[src/mso_cfg.svh]
`ifndef MSO_CFG_SVH
`define MSO_CFG_SVH
// Register byte offsets
`define MSO_ADDR_VA_MODE 8'h00
`define MSO_ADDR_VA_RANGE 8'h04
`define MSO_ADDR_ZV_RANGE 8'h08
`define MSO_ADDR_TRQ_LIMIT 8'h0c
`define MSO_ADDR_SPD_TYPE 8'h10
`define MSO_ADDR_SPD_RATIO 8'h14
`define MSO_ADDR_SPD_VALUE 8'h18
`define MSO_ADDR_STATUS 8'h1c
`define MSO_ADDR_ACT_NUM 8'h20
`define MSO_ADDR_DEND 8'h24
`define MSO_ADDR_DEND_SEL 8'h40
// Status word field positions
`define MSO_STAT_FLAGS_MSB 6
`define MSO_STAT_TOGGLE_BIT 7
// Reset values
`define MSO_RST_VA_RANGE 16'h000f
`define MSO_RST_ZV_RANGE 16'h000f
`define MSO_RST_TRQ_LIMIT 16'h01f4
`define MSO_RST_SPD_RATIO 7'h32
`define MSO_RST_SPD_VALUE 22'h0003e8
// Legal setting limits
`define MSO_MAX_TRQ_LIMIT 16'h2710
`define MSO_MAX_SPD_RATIO 7'h64
`define MSO_MAX_SPD_VALUE 22'h3d0900
`define MSO_PERCENT 39'h0000000064
`endif

[src/mso_pkg.sv]
package mso_pkg;
  // Velocity attainment judgement modes
  typedef enum logic [1:0] {
    MSO_VA_ACTUAL = 2'b00,
    MSO_VA_DEMAND = 2'b01,
    MSO_VA_BOTH = 2'b10
  } mso_va_mode_e;
  // Speed limit setting method
  typedef enum logic {
    MSO_SPD_RATIO = 1'b0,
    MSO_SPD_VALUE = 1'b1
  } mso_spd_type_e;
  // Motion status flags, as seen by the host
  typedef struct packed {
    logic homing_done;
    logic overload_warning;
    logic speed_limited;
    logic input_torque_limited;
    logic slip;
    logic zero_velocity;
    logic velocity_attained;
  } mso_flags_s;
  // Software settings
  typedef struct packed {
    mso_va_mode_e va_mode;
    logic [15:0] va_range;
    logic [15:0] zv_range;
    logic [15:0] trq_limit;
    mso_spd_type_e spd_type;
    logic [6:0] spd_ratio;
    logic [21:0] spd_value;
  } mso_cfg_s;
  typedef logic [7:0] mso_data_num_t;
endpackage : mso_pkg

[src/mso_status.sv]
// The register offsets and the plain strobed port were chosen for this implementation.
`timescale 1ns/1ps
`include "mso_cfg.svh"
module mso_status import mso_pkg::*; (
  input wire logic clock,
  input wire logic srst,
  input wire logic [7:0] addr, // Register byte address
  input wire logic [31:0] wdata,
  input wire logic wr_en,
  input wire logic rd_en,
  output logic [31:0] rdata, // Valid only the cycle after rd_en
  input wire logic signed [31:0] actual_velocity,
  input wire logic signed [31:0] demand_velocity,
  input wire logic signed [31:0] target_velocity,
  input wire logic [31:0] profile_velocity, // Operating velocity of the profile
  input wire logic [31:0] cmd_velocity, // Operating velocity before limiting
  input wire logic speed_limit_setting, // Speed limit requested
  input wire logic slip_detect,
  input wire logic [15:0] output_torque, // 0.1 % of rated
  input wire logic [15:0] overload_threshold, // 0.1 % of rated
  input wire logic torque_limit_request,
  input wire logic homing_start,
  input wire logic homing_complete,
  input wire logic preset_done,
  input wire logic data_op, // Running operation uses stored data
  input wire logic op_start,
  input wire logic [7:0] op_data_number,
  input wire logic data_done, // Current data number completed
  output mso_flags_s flags,
  output logic [31:0] limited_velocity,
  output logic data_change_toggle,
  output mso_data_num_t active_data_number,
  output logic [15:0] data_completion_flags
);

  // Distance between two signed velocities
  function automatic logic [32:0] vel_dist(input logic signed [31:0] a,
                                           input logic signed [31:0] b);
    logic signed [32:0] d;
    d = 33'(a) - 33'(b);
    vel_dist = d[32] ? 33'(-d) : d;
  endfunction : vel_dist

  // Selector slot decode, shared by write and read paths
  function automatic logic is_sel(input logic [7:0] a);
    is_sel = (a[7:6] == 2'(`MSO_ADDR_DEND_SEL >> 6)) && (a[1:0] == 2'h0);
  endfunction : is_sel

  mso_cfg_s cfg; // Settings
  mso_cfg_s next_cfg;
  mso_data_num_t sel [16]; // Completion number selectors
  mso_data_num_t next_sel [16];

  // Settings: out-of-range va_mode, trq_limit, spd_ratio and spd_value writes are dropped; range and type writes keep the low bits
  always_comb begin
    next_cfg = cfg;
    if (wr_en) begin
      unique case (addr)
        `MSO_ADDR_VA_MODE: begin
          if (wdata[31:2] == 30'h0 && wdata[1:0] != 2'h3) begin
            next_cfg.va_mode = mso_va_mode_e'(wdata[1:0]);
          end
        end
        `MSO_ADDR_VA_RANGE: begin
          next_cfg.va_range = wdata[15:0];
        end
        `MSO_ADDR_ZV_RANGE: begin
          next_cfg.zv_range = wdata[15:0];
        end
        `MSO_ADDR_TRQ_LIMIT: begin
          if (wdata <= 32'(`MSO_MAX_TRQ_LIMIT)) begin
            next_cfg.trq_limit = wdata[15:0];
          end
        end
        `MSO_ADDR_SPD_TYPE: begin
          next_cfg.spd_type = mso_spd_type_e'(wdata[0]);
        end
        `MSO_ADDR_SPD_RATIO: begin
          if (wdata != 32'h0 && wdata <= 32'(`MSO_MAX_SPD_RATIO)) begin
            next_cfg.spd_ratio = wdata[6:0];
          end
        end
        `MSO_ADDR_SPD_VALUE: begin
          if (wdata != 32'h0 && wdata <= 32'(`MSO_MAX_SPD_VALUE)) begin
            next_cfg.spd_value = wdata[21:0];
          end
        end
        default: begin
          // Read-only, unmapped or selector slots: ignored here
        end
      endcase
    end
  end

  // Selector next values, one slot per completion flag
  always_comb begin
    for (int i = 0; i < 16; i++) begin
      next_sel[i] = sel[i];
      if (wr_en && is_sel(addr) && addr[5:2] == 4'(i)) begin
        next_sel[i] = wdata[7:0];
      end
    end
  end

  // Settings registers
  always_ff @(posedge clock) begin
    if (srst) begin
      cfg.va_mode <= MSO_VA_ACTUAL;
      cfg.va_range <= `MSO_RST_VA_RANGE;
      cfg.zv_range <= `MSO_RST_ZV_RANGE;
      cfg.trq_limit <= `MSO_RST_TRQ_LIMIT;
      cfg.spd_type <= MSO_SPD_RATIO;
      cfg.spd_ratio <= `MSO_RST_SPD_RATIO;
      cfg.spd_value <= `MSO_RST_SPD_VALUE;
      for (int i = 0; i < 16; i++) begin
        sel[i] <= 8'(i);
      end
    end else begin
      cfg <= next_cfg;
      sel <= next_sel;
    end
  end

  // Motion comparisons
  logic [32:0] dist_demand; // Actual to demand
  logic [32:0] dist_target; // Actual to target
  logic [32:0] act_mag; // Magnitude of actual velocity
  logic [38:0] ratio_prod; // Profile velocity times percent
  logic [31:0] spd_limit; // Active speed limit
  assign dist_demand = vel_dist(actual_velocity, demand_velocity);
  assign dist_target = vel_dist(actual_velocity, target_velocity);
  assign act_mag = vel_dist(actual_velocity, 32'sh0);
  assign ratio_prod = 39'(profile_velocity) * 39'(cfg.spd_ratio);
  // Constant divide is costly in area but only ever sees legal ratios
  assign spd_limit = (cfg.spd_type == MSO_SPD_VALUE) ? 32'(cfg.spd_value) :
                     32'(ratio_prod / `MSO_PERCENT);

  mso_flags_s next_flags;
  logic [31:0] next_limited;

  // Flags other than homing_done are recomputed every cycle from current inputs
  always_comb begin
    next_flags = flags;
    next_flags.velocity_attained = 1'b0;
    unique case (cfg.va_mode)
      MSO_VA_ACTUAL: begin
        next_flags.velocity_attained = dist_demand <= 33'(cfg.va_range);
      end
      MSO_VA_DEMAND: begin
        next_flags.velocity_attained = demand_velocity == target_velocity;
      end
      MSO_VA_BOTH: begin
        next_flags.velocity_attained = dist_target <= 33'(cfg.va_range);
      end
    endcase
    next_flags.zero_velocity = act_mag <= 33'(cfg.zv_range);
    next_flags.slip = slip_detect;
    next_flags.input_torque_limited = torque_limit_request &&
                                      output_torque >= cfg.trq_limit;
    next_flags.speed_limited = speed_limit_setting && cmd_velocity >= spd_limit;
    next_flags.overload_warning = output_torque >= overload_threshold;
    // Set beats clear so a completion racing a new homing is not lost
    if (homing_complete || preset_done) begin
      next_flags.homing_done = 1'b1;
    end else if (homing_start) begin
      next_flags.homing_done = 1'b0;
    end
    next_limited = next_flags.speed_limited ? spd_limit : cmd_velocity;
  end

  // Registered flags so the host never sees comparator glitches
  always_ff @(posedge clock) begin
    if (srst) begin
      flags <= '0;
      limited_velocity <= 32'h0;
    end else begin
      flags <= next_flags;
      limited_velocity <= next_limited;
    end
  end

  logic next_toggle;
  mso_data_num_t next_active;
  logic [15:0] next_dend;
  logic num_change; // Data number moved on mid operation
  assign num_change = op_data_number != active_data_number;

  // Data indicators: only data operations touch them
  always_comb begin
    next_toggle = data_change_toggle;
    next_active = active_data_number;
    if (data_op) begin
      next_toggle = data_change_toggle ^ (op_start || num_change);
      next_active = op_data_number;
    end
  end

  // One completion flag per slot; set wins over the start clear
  for (genvar g = 0; g < 16; g++) begin : g_dend
    always_comb begin
      next_dend[g] = data_completion_flags[g];
      if (data_op && data_done && op_data_number == sel[g]) begin
        next_dend[g] = 1'b1;
      end else if (data_op && op_start) begin
        next_dend[g] = 1'b0;
      end
    end
  end

  // Data indicator registers
  always_ff @(posedge clock) begin
    if (srst) begin
      data_change_toggle <= 1'b0;
      active_data_number <= 8'h00;
      data_completion_flags <= 16'h0000;
    end else begin
      data_change_toggle <= next_toggle;
      active_data_number <= next_active;
      data_completion_flags <= next_dend;
    end
  end

  logic [31:0] next_rdata;

  // Read mux; data shows only in the cycle after the strobe
  always_comb begin
    next_rdata = 32'h0;
    if (rd_en) begin
      if (is_sel(addr)) begin
        next_rdata = 32'(sel[addr[5:2]]);
      end else begin
        unique case (addr)
          `MSO_ADDR_VA_MODE: next_rdata = 32'(cfg.va_mode);
          `MSO_ADDR_VA_RANGE: next_rdata = 32'(cfg.va_range);
          `MSO_ADDR_ZV_RANGE: next_rdata = 32'(cfg.zv_range);
          `MSO_ADDR_TRQ_LIMIT: next_rdata = 32'(cfg.trq_limit);
          `MSO_ADDR_SPD_TYPE: next_rdata = 32'(cfg.spd_type);
          `MSO_ADDR_SPD_RATIO: next_rdata = 32'(cfg.spd_ratio);
          `MSO_ADDR_SPD_VALUE: next_rdata = 32'(cfg.spd_value);
          `MSO_ADDR_STATUS: begin
            next_rdata[`MSO_STAT_FLAGS_MSB:0] = flags;
            next_rdata[`MSO_STAT_TOGGLE_BIT] = data_change_toggle;
          end
          `MSO_ADDR_ACT_NUM: next_rdata = 32'(active_data_number);
          `MSO_ADDR_DEND: next_rdata = 32'(data_completion_flags);
          default: next_rdata = 32'h0; // Unmapped reads as zero
        endcase
      end
    end
  end

  // Read data register
  always_ff @(posedge clock) begin
    if (srst) begin
      rdata <= 32'h0;
    end else begin
      rdata <= next_rdata;
    end
  end

  // Checks
  property p_va_demand;
    @(posedge clock) disable iff (srst)
      (cfg.va_mode == MSO_VA_DEMAND && demand_velocity == target_velocity)
        |=> flags.velocity_attained;
  endproperty
  a_va_demand: assert property (p_va_demand) else $error("attained flag missed");

  property p_zv;
    @(posedge clock) disable iff (srst)
      (act_mag > 33'(cfg.zv_range)) |=> !flags.zero_velocity;
  endproperty
  a_zv: assert property (p_zv) else $error("zero velocity set out of range");

  property p_trq_off;
    @(posedge clock) disable iff (srst)
      !torque_limit_request |=> !flags.input_torque_limited;
  endproperty
  a_trq_off: assert property (p_trq_off) else $error("torque flag without request");

  property p_trq_on;
    @(posedge clock) disable iff (srst)
      (torque_limit_request && output_torque >= cfg.trq_limit)
        |=> flags.input_torque_limited;
  endproperty
  a_trq_on: assert property (p_trq_on) else $error("torque flag missed");

  property p_clamp;
    @(posedge clock) disable iff (srst)
      (speed_limit_setting && cmd_velocity >= spd_limit)
        |=> flags.speed_limited && limited_velocity == $past(spd_limit);
  endproperty
  a_clamp: assert property (p_clamp) else $error("speed not clamped");

  property p_ovl;
    @(posedge clock) disable iff (srst)
      (output_torque >= overload_threshold) |=> flags.overload_warning;
  endproperty
  a_ovl: assert property (p_ovl) else $error("overload warning missed");

  property p_home;
    @(posedge clock) disable iff (srst)
      (homing_complete || preset_done) |=> flags.homing_done;
  endproperty
  a_home: assert property (p_home) else $error("homing done missed");

  property p_toggle;
    @(posedge clock) disable iff (srst)
      (data_op && op_start) |=> data_change_toggle != $past(data_change_toggle);
  endproperty
  a_toggle: assert property (p_toggle) else $error("toggle did not invert");

  property p_hold;
    @(posedge clock) disable iff (srst)
      !data_op |=> $stable(active_data_number) && $stable(data_completion_flags);
  endproperty
  a_hold: assert property (p_hold) else $error("indicators moved outside data op");

  property p_dend_clr;
    @(posedge clock) disable iff (srst)
      (data_op && op_start && !data_done) |=> data_completion_flags == 16'h0;
  endproperty
  a_dend_clr: assert property (p_dend_clr) else $error("completion not cleared");

  // Slip is a plain registered copy, so it must trail its input by one cycle
  property p_slip;
    @(posedge clock) disable iff (srst)
      1'b1 |=> flags.slip == $past(slip_detect);
  endproperty
  a_slip: assert property (p_slip) else $error("slip flag does not follow input");

  property p_active;
    @(posedge clock) disable iff (srst)
      data_op |=> active_data_number == $past(op_data_number);
  endproperty
  a_active: assert property (p_active) else $error("active number not shown");

  property p_dend_set;
    @(posedge clock) disable iff (srst)
      (data_op && data_done && op_data_number == sel[0]) |=> data_completion_flags[0];
  endproperty
  a_dend_set: assert property (p_dend_set) else $error("completion flag not set");

  c_va_both: cover property (@(posedge clock) disable iff (srst)
    cfg.va_mode == MSO_VA_BOTH ##1 flags.velocity_attained);
  c_clamp: cover property (@(posedge clock) disable iff (srst)
    !flags.speed_limited ##1 flags.speed_limited);
  c_dend: cover property (@(posedge clock) disable iff (srst)
    data_op && op_start ##[1:20] data_completion_flags != 16'h0);
  c_home: cover property (@(posedge clock) disable iff (srst)
    !flags.homing_done ##1 flags.homing_done);

endmodule : mso_status

[config.mk]
export PLATFORM = sky130hd
export DESIGN_NAME = mso_status
export DESIGN_NICKNAME = d
export VERILOG_FILES = /design/src/mso_pkg.sv /design/src/mso_status.sv
export VERILOG_INCLUDE_DIRS = /design/src
export SDC_FILE = /design/constraint.sdc
export NUM_CORES = 2
export LEC_CHECK = 0
export BUFFER_PORTS_ARGS = -buffer_cell sky130_fd_sc_hd__buf_2
export CELL_PAD_IN_SITES_DETAIL_PLACEMENT = 1
export CELL_PAD_IN_SITES_GLOBAL_PLACEMENT = 1
export CORE_MARGIN = 1.5
export CORE_UTILIZATION = 46
export DETAILED_ROUTE_END_ITERATION = 10
export GPL_TIMING_DRIVEN = 0
export PLACE_DENSITY_LB_ADDON = 0.1
export RECOVER_POWER = 50
export SYNTH_ARGS = -nofsm -noshare
export SYNTH_HDL_FRONTEND = slang
export SYNTH_SLANG_ARGS = --single-unit
[constraint.sdc]
create_clock -name clock -period 36.2 [get_ports clock]
set_input_delay 1.81 -clock clock [delete_from_list [all_inputs] [get_ports clock]]
set_output_delay 1.81 -clock clock [all_outputs]
set_load 0.02 [all_outputs]
==> impl_results.md <==
- Largest net degree at the start of global routing: 14
- Unique masters post-synth: about 140
- First-pass GRT wire length: 228.9 mm
- # H-tree levels: 2
- R2r setup slk: around 2.2 ns
- Worst setup EP type: flop
- Worst min path class: flop to flop
- Post-synthesis mux area share: under 10%
- Slowest library cell on the worst path: nor3b_1
- Synth area leader: dfxtp_1
- CP required: 36.60 ns
- Gr ovfl total: 0
- Die ar.: slightly above 80000 um^2
- Layout Nets: 5649
- Total wire length: about 150 mm
- Post-route clock period utilization: between 90% and 100%
- Final setup vio count: 0
- IO Pins: 349
- Fill cell total of the finished layout: ~10000
- Placed Cells incl. Taps: between 6000 and 7000
- Post-synthesis adder-cell area fraction: 16.58%
- FF-to-FF path depth: 130
- Clock Skews: about 0.038 ns
- Via density: around 6.2
- Final hold viol count: 0
- Largest family of logic cells by synthesized area: compound AO/OA/AOI/OAI gates
- Worst slew margin: -3.394%
- Critical Path End: limited_velocity[1]
- Syn Area/Cell: slightly below 8 um^2
- CTS Buf Count: 34
- Simple-Gate Fraction of Synth Area: 21.75%
- Number of global-route vias before repair: between 30000 and 40000
- CP delay by family, top: compound AO/OA/AOI/OAI gates
- Status: finished with violations
- CP Launch Point: profile_velocity[23]
- GPL Wtd Cong: between 0.9 and 1
- Max Slew Vio Count: 10
- CP most frequent cell: a21oi_1
- CTS tree: done
- Maximum clock frequency: 0.02932 GHz
- Sequential share of the synthesized area: between 15 and 20%
- Number of enable flip-flop cells after synthesis: 0
- Clock slew at reported path FFs: ~0.070 ns
- Post-Layout Cell Count: slightly above 6000
- Post-Syn Instances: between 4000 and 5000
- Startpoint type of the worst setup path: primary input
- PortBufs: roughly 320
- WP depth: 133
- GRT Util Overall: roughly 36%
- Mapped Area: around 37000 um^2
- Top cells by count, synth: nor2_1 (414), nand2_1 (376), a21oi_1 (332), inv_1 (316), dfxtp_1 (294)
- Crit path time final: between 30 and 40 ns
- Crit Reg-Reg Endpoint: limited_velocity[1]
- Die Ht: around 290 um
- Crit path arrival time: 34.51 ns
- Worst path bufs/invs: 14
- Top_reg_cell synth: dfxtp_1
- Synthesized flop and latch total: around 290
- Post-synthesis share of cell area spent on xor and xnor gates: under 10%
- DP Area: roughly 40000 um^2
- 1st-pass router iterations: 6
- Ranking of synthesized cells by area: dfxtp_1 (16%), fa_1 (8.2%), ha_1 (8.1%)
- Worst skew pair latency: 0.58 ns
- Top-count cell post-synth: nor2_1
- Pre-CTS WS: 0.7298 ns
- Clk buf depth: 3
- Die width: around 290 um
- Initial antenna violation count: 11
- Kind of critical path: primary input to flop
- Placeable Area: 79000 um^2
- Post-synth top area share: 16.04%
- # rows: 103
- Final ANT Viol Nets: 0
- Synth Area in Compound Gates: between 20% and 30%
- Synth async-reset ratio: 0%
- Vias: ~38000
- Failing checks: max-capacitance violations, max-slew violations
- CTS root buf: clkbuf_16
- Max-cap violations: 1
- Area Overhead vs Synth: 11.46%
- Worst stage delay on the critical path: about 0.67 ns
- Worst setup margin: 2.092 ns
- Design area: between 40000 and 50000 um^2
- DRC Markers: 0
- HPWL Detailed: 122.4 mm
- RR Startpoint: cfg[28]
- Worst Max-Slew Pin Slew: roughly 1.5 ns
- Hold-fix buffers at CTS: 0
- Starting Density: 46.44%
- Share of post-route cells with drive strength above 1: roughly 11%
- Initial drt markers: ~2800
- Warnings from Yosys: 0
- Clk sinks: 294
- Routed len/inst: 24.83 um
- Worst-path fanout max: 10
[sequential cells by signal (all words and copies together), names as in the netlist]
signal and flops:
data_change_toggle 1, limited_velocity 32, sel 128, cfg 80
data_completion_flags 16, active_data_number 8, rdata 22, flags 7
[layout make-up]
type	count	area, um^2	area share [%]
multi-input cells	3798	28810	70.45
flip-flops and latches	294	5886	14.39
repair buffers	326	1528	3.736
well taps	1050	1314	3.213
inverters	318	1194	2.919
plain buffers	235	994.7	2.433
clock buffers	46	965.9	2.362
clock inverters	13	187.7	0.4590
diodes	5	12.51	0.03060
[stage by stage]
stage	hold WS, ns	util (%)	setup TNS, ns
final	0.4820	51.76	0
after global routing	0.5067	51.75	-0.0003659
after CTS	0.4782	51.69	0
after detailed placement	0.4674	50.23	0
after global placement	0.4597	50.20	0
after floorplan	0.4388	-	0
[cell families after synthesis]
family,after synthesis
and+or+nand+nor,1601
AOI/OAI and AO/OA,1208
buffers and inverters,553
adders and majority gates,397
xor gates and xnor gates,368
DFF,294
muxes,214
other,1
[cell usage in the layout, fill, tap and decap left out, drive strengths merged, types with 17 or more instances in the layout]
cell type  Yosys  final
a211oi        34     34
fa           151    151
or3           32     32
nor4          50     50
o211ai        45     45
and2         194    194
o2111ai       17     17
nor2         420    420
or2           39     39
xnor2        288    288
nand4         67     67
mux4          40     40
nor3          80     80
clkbuf       166    303
a221oi        27     27
a211o         54     54
xor2          80     80
and3          37     37
o21a          40     40
mux2i        158    158
a31oi         37     37
nand2b        55     55
o22ai         25     25
ha           238    238
buf           69    304
o21bai        54     54
o21ai        201    201
a21o          61     61
nor2b         68     68
inv          316    318
nand3        114    114
dfxtp        294    294
a21oi        343    343
a22oi         25     25
o31ai         29     29
nand2        376    376
[worst reg2reg max path, delay by kind of cell, from the launching register on]
family	cells	cell delay, ns
mux	4	1.59
simple gates	42	8.15
fa+ha+maj	6	2.53
buf+inv	11	2.71
flops	1	0.78
compound gates	63	16.30
xor+xnor	4	1.75
[layer usage]
metal,routed length [um],global-route usage [%],up-vias
li1,-,-,17310
met1,63020,47.05,18930
met2,69940,59.14,1458
met3,11640,6.016,306
met4,6434,13.52,14
met5,80,0,-
[what timing repair did]
action | in CTS | in global routing
endpoints found under the setup margin | 0 | 33
hold endpoints to repair | 0 | 0
setup buffers | 0 | 1
gates resized for setup | 0 | 33
[worst min-delay path by stage]
stage / from / endpoint / depth (start not counted)
floorplan: cfg[44] / cfg[44] / 2
global placement: cfg[54] / cfg[54] / 2
detailed placement: cfg[75] / cfg[75] / 2
CTS: cfg[54] / cfg[54] / 2
global route: cfg[54] / cfg[54] / 2
finish: cfg[54] / cfg[54] / 2
Power is left out: the tool's default activity adds up to more than one toggle a clock period on the data nets, which glitch-free logic cannot reach.
